$ cat config.mk
export PLATFORM = sky130hd
export DESIGN_NAME = ecr_config_regs
export DESIGN_NICKNAME = d
export VERILOG_FILES = /design/src/hw/ecr_pkg.sv /design/src/hw/ecr_config_regs.sv /design/src/hw/ecr_rate_decode.sv
export VERILOG_INCLUDE_DIRS = /design/src /design/src/hw
export SDC_FILE = /design/constraint.sdc
export NUM_CORES = 1
export LEC_CHECK = 0
export ABC_AREA = 1
export BUFFER_PORTS_ARGS = -buffer_cell sky130_fd_sc_hd__clkbuf_2
export CORE_MARGIN = 2
export CORE_UTILIZATION = 44
export DETAILED_ROUTE_END_ITERATION = 10
export GPL_TIMING_DRIVEN = 0
export PLACE_DENSITY_LB_ADDON = 0.12
export SYNTH_ARGS = -nofsm -noshare
export SYNTH_HDL_FRONTEND = slang
export SYNTH_HIERARCHICAL = 1
export SYNTH_SLANG_ARGS = --single-unit
$ cat constraint.sdc
create_clock -name clk -period 3.2 [get_ports clk]
set_clock_uncertainty 0.05 [all_clocks]
set_input_delay 0.64 -clock clk [delete_from_list [all_inputs] [get_ports clk]]
set_output_delay 0.64 -clock clk [all_outputs]
set_load 0.03 [all_outputs]
$ cat src/hw/ecr_map.svh
// Purpose: Addresses, field positions and reset values of the
//          non-volatile configuration register bank.
// Assumes: Byte-wide registers reached through the one-wire port.
// Notes:   Definitions only.
`ifndef ECR_MAP_SVH
`define ECR_MAP_SVH

// ------------------------------------------------------------------
// Register addresses
// ------------------------------------------------------------------
`define ECR_ADDR_SYS 8'ha1
`define ECR_ADDR_OUT 8'ha2
`define ECR_ADDR_CAP 8'ha3
`define ECR_ADDR_PRI 8'ha4
`define ECR_NUM_REGS 4
`define ECR_IDX_SYS 0
`define ECR_IDX_OUT 1
`define ECR_IDX_CAP 2
`define ECR_IDX_PRI 3

// ------------------------------------------------------------------
// Writable bits and reset values
// ------------------------------------------------------------------
`define ECR_MASK_SYS 8'h82
`define ECR_MASK_OUT 8'hff
`define ECR_MASK_CAP 8'h7f
`define ECR_MASK_PRI 8'h3f
`define ECR_RST_VAL 8'h00
`define ECR_CMD_MODE 8'h00

// ------------------------------------------------------------------
// Field positions
// ------------------------------------------------------------------
`define ECR_CALMODE_BIT 7
`define ECR_PORTDIS_BIT 1
`define ECR_TICK_MSB 7
`define ECR_TICK_LSB 4
`define ECR_PAUSE_BIT 3
`define ECR_LAYOUT_MSB 2
`define ECR_LAYOUT_LSB 0
`define ECR_CAP_DAC_OFFSET_FIELD_MSB 6
`define ECR_CAP_DAC_OFFSET_FIELD_LSB 0
`define ECR_RANGE_MSB 5
`define ECR_RANGE_LSB 4
`define ECR_RATE_MSB 3
`define ECR_RATE_LSB 0

// ------------------------------------------------------------------
// Capacitance range figures in pF
// ------------------------------------------------------------------
`define ECR_DIFF_16 5'h10
`define ECR_DIFF_12 5'h0c
`define ECR_DIFF_8 5'h08
`define ECR_DIFF_4 5'h04
`define ECR_CM_48 6'h30
`define ECR_CM_36 6'h24
`define ECR_CM_24 6'h18

// ------------------------------------------------------------------
// Rate codes
// ------------------------------------------------------------------
`define ECR_RATE_NOTCH_BASE 4'h8
`define ECR_RATE_OFF_BASE 4'he

`endif

$ cat src/hw/ecr_pkg.sv
// Purpose: Types shared by the configuration register bank.
// Assumes: Nothing beyond the map header.
// Notes:   Types only; numbers live in ecr_map.svh.
package ecr_pkg;

	// Primary converter operating class
	typedef enum logic [1:0] {
		ECR_RATE_HALVING,
		ECR_RATE_NOTCHED,
		ECR_RATE_OFF
	} ecr_rate_t;

	// Low-rate choice with mains notch
	typedef enum logic [1:0] {
		ECR_LOW_20HZ,
		ECR_LOW_10HZ,
		ECR_LOW_5HZ
	} ecr_low_t;

endpackage : ecr_pkg

$ cat src/hw/ecr_config_regs.sv
// Purpose: Non-volatile configuration register bank: calibration mode,
//          port disable, output framing, DAC offset, range and rate.
// Assumes: Access strobes come from one-wire port logic on clk;
//          the stored image is replayed byte by byte after reset.
// Notes:   Reserved bits ignore writes and read as zero.
`timescale 1ns/1ps
`default_nettype none
`include "ecr_map.svh"

module ecr_config_regs
	import ecr_pkg::*;
(
	input wire logic clk,
	input wire logic sys_rst,
	input wire logic [7:0] cmdValue,
	input wire logic [7:0] portAddr,
	input wire logic [7:0] portWrData,
	input wire logic portWrStb,
	input wire logic portRdStb,
	output logic [7:0] portRdData,
	output logic portRdValid,
	input wire logic nvLoadStb,
	input wire logic [7:0] nvLoadAddr,
	input wire logic [7:0] nvLoadData,
	input wire logic nvLoadDone,
	input wire logic nvCrcErr,
	output logic loadEnd,
	output logic crcErrFlag,
	output logic lockForceClear,
	output logic portDisabled,
	output logic calMode,
	output logic [3:0] tickSelect,
	output logic pauseSuppress,
	output logic [2:0] frameLayout,
	output logic [6:0] capDacOffsetHalfPf,
	output logic [1:0] capRangeSelect,
	output logic [4:0] diffRangePf,
	output logic [5:0] cmRangePf,
	output ecr_rate_t primaryClass,
	output logic [2:0] primaryHalvings,
	output ecr_low_t primaryLowRate,
	output logic primaryNotch50,
	output logic primaryEnable
);

	// ------------------------------------------------------------------
	// Address decode
	// ------------------------------------------------------------------
	function automatic logic [`ECR_NUM_REGS-1:0] regHit(
		input logic [7:0] addr
	);
		regHit = '0;
		unique case (addr)
			`ECR_ADDR_SYS: regHit[`ECR_IDX_SYS] = 1'b1;
			`ECR_ADDR_OUT: regHit[`ECR_IDX_OUT] = 1'b1;
			`ECR_ADDR_CAP: regHit[`ECR_IDX_CAP] = 1'b1;
			`ECR_ADDR_PRI: regHit[`ECR_IDX_PRI] = 1'b1;
			default: regHit = '0;
		endcase
	endfunction : regHit

	// ------------------------------------------------------------------
	// Register storage
	// ------------------------------------------------------------------
	localparam logic [7:0] WR_MASK [`ECR_NUM_REGS] = '{
		`ECR_MASK_SYS, `ECR_MASK_OUT, `ECR_MASK_CAP, `ECR_MASK_PRI
	};

	logic [7:0] cfg_r [`ECR_NUM_REGS];
	logic [`ECR_NUM_REGS-1:0] hostHit;
	logic [`ECR_NUM_REGS-1:0] loadHit;
	logic hostWrOk;
	logic loadEnd_r;
	logic crcErrFlag_r;
	logic lockForceClear_r;
	logic portDisabled_r;

	// Host may only write in command mode and while the port is live
	assign hostWrOk = portWrStb && (cmdValue == `ECR_CMD_MODE)
		&& !portDisabled_r;
	assign hostHit = regHit(portAddr);
	assign loadHit = regHit(nvLoadAddr);

	genvar gi;
	generate
		for (gi = 0; gi < `ECR_NUM_REGS; gi++) begin : g_reg
			if (gi == `ECR_IDX_SYS) begin : g_sys
				// Image with a bad CRC must not leave the port shut
				always_ff @(posedge clk) begin
					if (sys_rst) begin
						cfg_r[gi] <= `ECR_RST_VAL;
					end else if (nvCrcErr) begin
						cfg_r[gi][`ECR_PORTDIS_BIT] <= 1'b0;
					end else if (nvLoadStb && loadHit[gi]) begin
						cfg_r[gi] <= nvLoadData & WR_MASK[gi];
					end else if (hostWrOk && hostHit[gi]) begin
						cfg_r[gi] <= portWrData & WR_MASK[gi];
					end
				end
			end else begin : g_plain
				always_ff @(posedge clk) begin
					if (sys_rst) begin
						cfg_r[gi] <= `ECR_RST_VAL;
					end else if (nvLoadStb && loadHit[gi]) begin
						cfg_r[gi] <= nvLoadData & WR_MASK[gi];
					end else if (hostWrOk && hostHit[gi]) begin
						cfg_r[gi] <= portWrData & WR_MASK[gi];
					end
				end
			end
		end
	endgenerate

	// ------------------------------------------------------------------
	// Read path
	// ------------------------------------------------------------------
	logic [7:0] portRdData_r;
	logic portRdValid_r;
	logic [7:0] rdMux;

	always_comb begin
		rdMux = `ECR_RST_VAL;
		for (int i = 0; i < `ECR_NUM_REGS; i++) begin
			if (hostHit[i]) begin
				rdMux = cfg_r[i];
			end
		end
	end

	// Unmapped addresses read as zero, still acknowledged
	always_ff @(posedge clk) begin
		if (sys_rst) begin
			portRdData_r <= `ECR_RST_VAL;
			portRdValid_r <= 1'b0;
		end else begin
			portRdValid_r <= portRdStb && !portDisabled_r;
			if (portRdStb) begin
				portRdData_r <= rdMux;
			end
		end
	end

	// ------------------------------------------------------------------
	// Load status and port disable
	// ------------------------------------------------------------------

	// Error wins over the end marker arriving with it
	always_ff @(posedge clk) begin
		if (sys_rst) begin
			crcErrFlag_r <= 1'b0;
			lockForceClear_r <= 1'b0;
		end else if (nvCrcErr) begin
			crcErrFlag_r <= 1'b1;
			lockForceClear_r <= 1'b1;
		end
	end

	always_ff @(posedge clk) begin
		if (sys_rst) begin
			loadEnd_r <= 1'b0;
		end else if (nvLoadDone) begin
			loadEnd_r <= 1'b1;
		end
	end

	// Taken once per reset, so later writes wait for the next reset
	always_ff @(posedge clk) begin
		if (sys_rst) begin
			portDisabled_r <= 1'b0;
		end else if (nvCrcErr) begin
			portDisabled_r <= 1'b0;
		end else if (nvLoadDone && !loadEnd_r && !crcErrFlag_r) begin
			portDisabled_r <= cfg_r[`ECR_IDX_SYS][`ECR_PORTDIS_BIT];
		end
	end

	// ------------------------------------------------------------------
	// Range and rate decode
	// ------------------------------------------------------------------
	logic [1:0] rangeCode;
	logic [4:0] diffNxt;
	logic [5:0] cmNxt;
	ecr_rate_t classNxt;
	logic [2:0] halvNxt;
	ecr_low_t lowNxt;
	logic notchNxt;

	assign rangeCode = cfg_r[`ECR_IDX_PRI][`ECR_RANGE_MSB:`ECR_RANGE_LSB];

	always_comb begin
		unique case (rangeCode)
			2'h0: begin
				diffNxt = `ECR_DIFF_16;
				cmNxt = `ECR_CM_48;
			end
			2'h1: begin
				diffNxt = `ECR_DIFF_12;
				cmNxt = `ECR_CM_36;
			end
			2'h2: begin
				diffNxt = `ECR_DIFF_8;
				cmNxt = `ECR_CM_24;
			end
			2'h3: begin
				diffNxt = `ECR_DIFF_4;
				cmNxt = `ECR_CM_24;
			end
		endcase
	end

	ecr_rate_decode u_rate (
		.rateSel(cfg_r[`ECR_IDX_PRI][`ECR_RATE_MSB:`ECR_RATE_LSB]),
		.rateClass(classNxt),
		.halvings(halvNxt),
		.lowRate(lowNxt),
		.notch50(notchNxt)
	);

	// ------------------------------------------------------------------
	// Registered configuration outputs
	// ------------------------------------------------------------------
	logic calMode_r;
	logic [3:0] tickSelect_r;
	logic pauseSuppress_r;
	logic [2:0] frameLayout_r;
	logic [6:0] capOffset_r;
	logic [1:0] capRange_r;
	logic [4:0] diffRange_r;
	logic [5:0] cmRange_r;
	ecr_rate_t primaryClass_r;
	logic [2:0] halvings_r;
	ecr_low_t lowRate_r;
	logic notch50_r;
	logic primaryEnable_r;

	// One cycle behind the register image
	always_ff @(posedge clk) begin
		if (sys_rst) begin
			calMode_r <= 1'b0;
			tickSelect_r <= '0;
			pauseSuppress_r <= 1'b0;
			frameLayout_r <= '0;
		end else begin
			calMode_r <= cfg_r[`ECR_IDX_SYS][`ECR_CALMODE_BIT];
			tickSelect_r <=
				cfg_r[`ECR_IDX_OUT][`ECR_TICK_MSB:`ECR_TICK_LSB];
			pauseSuppress_r <= cfg_r[`ECR_IDX_OUT][`ECR_PAUSE_BIT];
			frameLayout_r <=
				cfg_r[`ECR_IDX_OUT][`ECR_LAYOUT_MSB:`ECR_LAYOUT_LSB];
		end
	end

	always_ff @(posedge clk) begin
		if (sys_rst) begin
			capOffset_r <= '0;
			capRange_r <= '0;
			diffRange_r <= `ECR_DIFF_16;
			cmRange_r <= `ECR_CM_48;
		end else begin
			capOffset_r <=
				cfg_r[`ECR_IDX_CAP][`ECR_CAP_DAC_OFFSET_FIELD_MSB:`ECR_CAP_DAC_OFFSET_FIELD_LSB];
			capRange_r <= rangeCode;
			diffRange_r <= diffNxt;
			cmRange_r <= cmNxt;
		end
	end

	always_ff @(posedge clk) begin
		if (sys_rst) begin
			primaryClass_r <= ECR_RATE_HALVING;
			halvings_r <= '0;
			lowRate_r <= ECR_LOW_20HZ;
			notch50_r <= 1'b0;
			primaryEnable_r <= 1'b1;
		end else begin
			primaryClass_r <= classNxt;
			halvings_r <= halvNxt;
			lowRate_r <= lowNxt;
			notch50_r <= notchNxt;
			primaryEnable_r <= (classNxt != ECR_RATE_OFF);
		end
	end

	assign portRdData = portRdData_r;
	assign portRdValid = portRdValid_r;
	assign loadEnd = loadEnd_r;
	assign crcErrFlag = crcErrFlag_r;
	assign lockForceClear = lockForceClear_r;
	assign portDisabled = portDisabled_r;
	assign calMode = calMode_r;
	assign tickSelect = tickSelect_r;
	assign pauseSuppress = pauseSuppress_r;
	assign frameLayout = frameLayout_r;
	assign capDacOffsetHalfPf = capOffset_r;
	assign capRangeSelect = capRange_r;
	assign diffRangePf = diffRange_r;
	assign cmRangePf = cmRange_r;
	assign primaryClass = primaryClass_r;
	assign primaryHalvings = halvings_r;
	assign primaryLowRate = lowRate_r;
	assign primaryNotch50 = notch50_r;
	assign primaryEnable = primaryEnable_r;

endmodule : ecr_config_regs
`default_nettype wire

$ cat src/hw/ecr_rate_decode.sv
// Purpose: Decode of the primary converter rate select field.
// Assumes: Combinational; caller registers the results.
// Notes:   Halving count is valid only in the halving class.
`timescale 1ns/1ps
`default_nettype none
`include "ecr_map.svh"

module ecr_rate_decode
	import ecr_pkg::*;
(
	input wire logic [3:0] rateSel,
	output ecr_rate_t rateClass,
	output logic [2:0] halvings,
	output ecr_low_t lowRate,
	output logic notch50
);

	logic [3:0] notchOff;

	always_comb begin
		notchOff = rateSel - `ECR_RATE_NOTCH_BASE;
		halvings = 3'h0;
		lowRate = ECR_LOW_20HZ;
		notch50 = 1'b0;
		if (rateSel >= `ECR_RATE_OFF_BASE) begin
			rateClass = ECR_RATE_OFF;
		end else if (rateSel >= `ECR_RATE_NOTCH_BASE) begin
			rateClass = ECR_RATE_NOTCHED;
			notch50 = rateSel[0];
			unique case (notchOff[2:1])
				2'h0: lowRate = ECR_LOW_20HZ;
				2'h1: lowRate = ECR_LOW_10HZ;
				default: lowRate = ECR_LOW_5HZ;
			endcase
		end else begin
			rateClass = ECR_RATE_HALVING;
			halvings = rateSel[2:0];
		end
	end

endmodule : ecr_rate_decode
`default_nettype wire

## After elaboration in Yosys (flattened, before gate mapping)

Memory sizes are Yosys's and may differ from the RTL's.
Cells that the tools add are included.
Widths: inputs -> output; s select.

- Flip-flop bits (word level): 50
- RAM bits: 32
- Output and inout bits: 51
- Logic and storage cells: 137
- Memories: 1

- Add/sub/neg operators: 1
- $lt $le $gt $ge: 2
- Equal/unequal tests: 13
- Multiplexer cells: 65
- Bitwise logic cells: 14
- Reductions and logical operators: 23

Memories:

| name | words | bits a word | rd ports | clocked after Yosys merged registers in | write ports | line | RTL |
|---|---|---|---|---|---|---|---|
| cfg_r | 4 | 8 | 4 | 0 | 4 | ecr_config_regs.sv:69 | `` logic [7:0] cfg_r [`ECR_NUM_REGS]; `` |

Operator list:

| kind | count |
|---|---|
| $mux 8 | 10 |
| $eq 8x8->1 const B | 8 |
| $mux 1 | 49 |
| $pmux 5 s4 | 1 |
| $pmux 6 s3 | 1 |
| $logic_and 1x1->1 | 13 |
| $or 1x1->1 | 13 |
| $mux 6 | 2 |
| $ge 4x4->1 const B | 2 |
| $logic_not 8->1 | 1 |
| $reduce_or 3->1 | 2 |
| $eq 2x1->1 const B | 2 |
| $eq 2x2->1 const B | 2 |
| $logic_not 2->1 | 2 |
| $pmux 2 s2 | 1 |
| $reduce_or 2->1 | 2 |
| $logic_not 1->1 | 3 |
| $sub 3x1->3 const B | 1 |
| $mux 2 | 1 |
| $ne 2x2->1 const B | 1 |
| $not 1->1 | 1 |

## Logic depth before layout (Yosys ltp)

Gate-level depths: netlist (run 1).

- Word-level depth: 10
- Depth in mapped cells: 9
- Mapped depth without buffers: 8

## By module

Netlist (run 1), hierarchy kept.

Modules (own cells, without submodules):

| module | times used | cells each | area each (sq um) | sequential area each (sq um) |
|---|---|---|---|---|
| ecr_config_regs | 1 | 367 | 3,095.5 | 1,611.5 |
| ecr_rate_decode | 1 | 18 | 73.8 | 0.0 |

## Worst setup path after synthesis (run 1)

No wires, ideal clock.

- Path type: input -> register
- Start point: input cmdValue[2]
- End point: memory cfg_r[1][2] (netlist: cfg_r[0][10]), enable pin
- Arrival time: 1.773 ns
- Data required time: 2.766 ns
- Path slack: 0.993 ns
- Cell stages on the path: 4
- Buffers on the path: 0
- Path through: nor2_1 > nand3_1 > or2_4 > o21ai_0

RTL lines:

| element | line | RTL |
|---|---|---|
| from (decl) | ecr_config_regs.sv:15 | `input wire logic [7:0] cmdValue,` |
| to (decl) | ecr_config_regs.sv:69 |  |

==> flow_summary.toml, run 1 <==
[cells_and_area]
final_cell_area_mm2 = 0.003965
drive_gt1_frac = 0.3044
area_growth_pct = 25.11
finalNetCount = 543
fillers = 677
final_core_util = 0.5772
final_cell_mix = "clkbuf_2, nand2_1, inv_1"
n_antenna_cell = 0
mostFrequentLayoutCell = "clkbuf_2"

[synth]
synth_edf_count = 23
ys_types = 35
ys_warn_count = 6
synth_area_leaders = "dfxtp_1, edfxtp_1, nand2_1, nand3_1, inv_1"
synthArstFlopShare = 0
syn_avg_cell_area_um2 = 8.232
synth_cells = 385
synth.top_cell.area_share = 0.2906
yosysSeqAreaShare = 0.5085
netlist_area_mm2 = 0.003169
synthFlopType = "dfxtp_1"
synth_top_cell_by_area = "dfxtp_1"
synth_seq_cells = 69

[timing]
rsz0062_at_grt = "no"
period_needed_ps = 2168
period_share = 0.6776
setup_slack_ps = 1032
max_freq_mhz = 461.2
hold_viol = 0
fin_setup_tns_ps = 0
slew_headroom = 0.3333
tightest_slew_ps = 989.6
setup_violations = 0
slew_viol_final = 0

[placement]
gp_congestion = 0.8611
dpl_cell_area_mm2 = 0.003761
post-dp-hpwl_mm = 5.858
io_buffers = 92
dp_slack_ps = 664.2

[worst_setup_path]
crit_required_ps = 3100
worstSetupPathType = "input pin to register"
critPathArrivalTime_ps = 2070
cp-end-kind = "register"
cp-start-kind = "input pin"
crit_fanout = 8
ff2ff_path_depth = 4

[worst_hold_path]
min_path_cells = 2
hp-class = "register to register"

[clock_network]
cts.path.max_buffers = 2
cts_tree = "yes"
cts_inserted_buffers = 9
ctsResizeCount = 0
worstSkewPairLatency_ps = 330
cts_hold_buf = 0
h-tree-depth = 3
clkTransAtPathRegs_ps = 70
cts_root_buf = "clkbuf_8"
cts_setup_buffers = 0
cts.sinks = 69

[power]
p_leak_nw = 1.974
ir_drop_mv = 0.2074
power.density_mw_per_mm2 = 474.1

[drt]
routed_wl_mm = 7.286
antenna_left = 0
vias = 2794
wl_per_cell_um = 12.31
drcViolationCount = 0
drt_pass1_iterations = 7
first_iter_violations = 114
avgViaCountPerCell = 4.720

[grt]
grt_overflow = 0
antenna_found_initial = 0
grt_max_degree = 13
grt_pass1_wl_mm = 11.71
grt_usage = 0.1986
grt_pass1_vias = 2538

[job]
maxCapViolations = 0

[floorplanning]
die_w_um = 88.87
rows = 30
dieArea_mm2 = 0.007898
initial_utilization = 0.4614
io_pins = 98
core_area_mm2 = 0.006869
dieHeight_um = 88.87

[outcome]
status = "finished clean"
-- per-layer routing --
metal	vias up	share of wire	global-route usage
met5	-	0	0
met4	0	0.019	0.08953
met3	12	0.069	0.03638
met2	112	0.47	0.3284
met1	1259	0.44	0.2528
li1	1411	-	-
-- logic make-up after synthesis --
| kind of cell | count (synthesis) | share of synthesized area |
|---|---|---|
| simple gates | 206 | 0.3115 |
| buf+inv | 77 | 0.1034 |
| flops | 69 | 0.5085 |
| compound gates | 27 | 0.05567 |
| fa+ha+maj | 5 | 0.01974 |
| other cells | 1 | 0.001183 |
-- Yosys cell counts (4+ instances only) --
master,number
o21ai_2,9
nand3b_1,5
o21ai_0,4
buf_4,7
dfxtp_1,46
nor2_4,8
inv_1,58
a21oi_1,10
nand3_1,48
ha_1,5
nand2_1,76
edfxtp_1,23
clkbuf_1,4
nor2_1,54
-- path summary, 6_finish.rpt --
path | start | endpoint | slack [ps]
worst max-delay path | portAddr[3] | cfg_r[0][9] | 1030
worst min-delay path | cfg_r[0][15] | tickSelect[3] | 410
worst max register to register | portDisabled | cfg_r[0][9] | 1070
worst min register to register | cfg_r[0][15] | tickSelect[3] | 410
-- final cells by class --
| class | instances | area (µm²) | area share |
|---|---|---|---|
| Sequential cell | 69 | 1612 | 0.4064 |
| Inverter | 62 | 234.0 | 0.05901 |
| Clock buffer | 12 | 176.4 | 0.04449 |
| Timing Repair Buffer | 92 | 460.4 | 0.1161 |
| Tap cell | 96 | 120.1 | 0.03029 |
| Clock inverter | 4 | 27.53 | 0.006942 |
| Buffer | 15 | 93.84 | 0.02367 |
| Multi-Input combinational cell | 242 | 1241 | 0.3130 |
-- stage by stage --
| step | hold slack (ps) | instances | total power [W] |
|---|---|---|---|
| after floorplan | 383.9 | 388 | 0.001119 |
| after detailed placement | 407.8 | 576 | 0.001204 |
| after CTS | 415.3 | 592 | 0.001893 |
| final | 408.0 | 592 | 0.001880 |
| after global placement | 403.0 | 576 | 0.001201 |
| after global routing | 432.2 | 592 | 0.001951 |
-- critical path, stage by stage --
cell	delay, ps
clkbuf_2	80
inv_1	80
nand2_2	100
nor2_4	180
nand2_1	170
o21ai_0	820
-- flip-flops by register name, indices dropped and copies added (netlist names), 2 cells and up --
name / count
cmRangePf: 4
tickSelect: 4
capRangeSelect: 2
capDacOffsetHalfPf: 7
diffRangePf: 3
primaryClass: 2
primaryLowRate: 2
cfg_r: 23
primaryHalvings: 3
frameLayout: 3
portRdData: 8
-- report_power, final --
part	switching (W)	internal (W)	leakage, nW	total, W
Sequential	0.0000188	0.000943	0.599	0.000962
Clock	0.000326	0.000372	0.108	0.000698
Combinational	0.000151	0.0000689	1.27	0.000220
Total	0.000495	0.00138	1.97	0.00188
(Power assumes the default switching activity.)
==> run 2: changes to the inputs <==
==> constraint.sdc (replaced) <==
create_clock -name clk -period 2.1 [get_ports clk]
set_clock_uncertainty 0.05 [all_clocks]
set_input_delay 0.42 -clock clk [delete_from_list [all_inputs] [get_ports clk]]
set_output_delay 0.42 -clock clk [all_outputs]
set_load 0.03 [all_outputs]
==> flow_summary.toml, run 2 (same netlist as run 1, synthesis figures left out) <==
[worst_setup_path]
startpoint = "portDisabled"
cp-start-kind = "register"
rrSetupSlack_ps = 130
r2r-start = "portDisabled"
ff2ff_path_depth = 4
cp-end-kind = "register"
critPathArrivalTime_ps = 1880
worstSetupPathType = "register to register"
timing.rr.end = "cfg_r[1][1]"
endpoint = "cfg_r[1][1]"
crit_required_ps = 2010
crit_fanout = 7

[outcome]
status = "finished clean"

[cells_and_area]
n_antenna_cell = 0
drive_gt1_frac = 0.3044
fillers = 677
area_growth_pct = 25.11
top_register = "cfg_r"
final_cell_mix = "clkbuf_2, nand2_1, inv_1"
mostFrequentLayoutCell = "clkbuf_2"
final_core_util = 0.5772
largest_reg_flops = 23
finalNetCount = 543

[clock_network]
cts_hold_buf = 0
cts_root_buf = "clkbuf_8"
cts_inserted_buffers = 9
cts_setup_buffers = 0
cts.path.max_buffers = 2
cts.sinks = 69
clkTransAtPathRegs_ps = 70
h-tree-depth = 3
cts_tree = "yes"
worstSkewPairLatency_ps = 330

[timing]
slew_headroom = 0.4874
hold_viol = 0
tightest_slew_ps = 765.6
holdWs_ps = 273.0
rsz0062_at_grt = "no"
setup_violations = 0
setup_slack_ps = 126.3
max_freq_mhz = 506.7
period_share = 0.9399
fin_setup_tns_ps = 0
period_needed_ps = 1974
slew_viol_final = 0

[floorplanning]
dieArea_mm2 = 0.007898
dieHeight_um = 88.87
initial_utilization = 0.4614
rows = 30
core_area_mm2 = 0.006869
io_pins = 98
die_w_um = 88.87

[placement]
gp_congestion = 0.8611
dp_slack_ps = -215.8
post-dp-hpwl_mm = 5.858
io_buffers = 92

[grt]
use_met3 = 0.03638
met1_usage = 0.2528
antenna_found_initial = 0
grt_usage = 0.1986
grt_overflow = 0
busiest_layer = "met2"
grt_pass1_vias = 2538
grt_max_degree = 13
grt_pass1_wl_mm = 11.71
grt_util_met2 = 0.3284

[drt]
drcViolationCount = 0
wl_per_cell_um = 12.33
drt_pass1_iterations = 6
antenna_left = 0
avgViaCountPerCell = 4.718
routed_wl_mm = 7.300
vias = 2793
first_iter_violations = 117

[worst_hold_path]
hp-class = "input pin to register"

[power]
ir_drop_mv = 0.3112
p_leak_nw = 1.974
power.density_mw_per_mm2 = 721.3

[job]
maxCapViolations = 0
[run 2: cell counts in the layout (fill, tap and decap cells not counted)]
No cell type changed its count.
[run 2: worst min-delay path by stage]
stage	from	end	cells after the start
final	nvLoadDone	loadEnd	3
after global routing	nvLoadDone	loadEnd	3
after CTS	nvLoadDone	loadEnd	3
after detailed placement	portRdData[7]	portRdData[7]	2
after global placement	portRdData[3]	portRdData[3]	2
after floorplan	cfg_r[1][6]	capDacOffsetHalfPf[6]	2
[run 2: report_power, final]
group	switching (W)	internal [W]	leakage, nW
Clock	0.000491	0.000568	0.108
Sequential	0.0000286	0.00144	0.599
Combinational	0.000230	0.000105	1.27
[run 2: cell type report]
| type | count | area (µm²) | share of cell area |
|---|---|---|---|
| well taps | 96 | 120.1 | 0.03029 |
| repair buffers | 92 | 460.4 | 0.1161 |
| clock inverters | 4 | 27.53 | 0.006942 |
| inverters | 62 | 234.0 | 0.05901 |
| plain buffers | 15 | 93.84 | 0.02367 |
| clock buffers | 12 | 176.4 | 0.04449 |
| multi-input cells | 242 | 1241 | 0.3130 |
| flip-flops and latches | 69 | 1612 | 0.4064 |
[run 2: metal layers]
metal  up-vias  part of all wire
met5         -                 0
met2       112              0.47
met1      1258              0.44
met4         0             0.019
li1       1412                 -
met3        11             0.071
[run 2: worst max-delay path, cell delays in order, from the launching register on]
cell      delay, ps
dfxtp_1         370
nor2_1          120
nand3_1         130
or2_4           300
o211ai_1        630
[run 2: metrics by stage]
| step | instance area, µm² | std cells | power [W] |
|---|---|---|---|
| after floorplan | 3181 | 388 | 0.001704 |
| after global placement | 3761 | 576 | 0.001830 |
| after detailed placement | 3761 | 576 | 0.001835 |
| after CTS | 3965 | 592 | 0.002885 |
| after global routing | 3965 | 592 | 0.002973 |
| final | 3965 | 592 | 0.002860 |
[run 2: repair_timing]
item | CTS | global route
hold endpoints to repair | 0 | 0
endpoints found under the setup margin | 8 | 0
gates resized for setup | 1 | 0
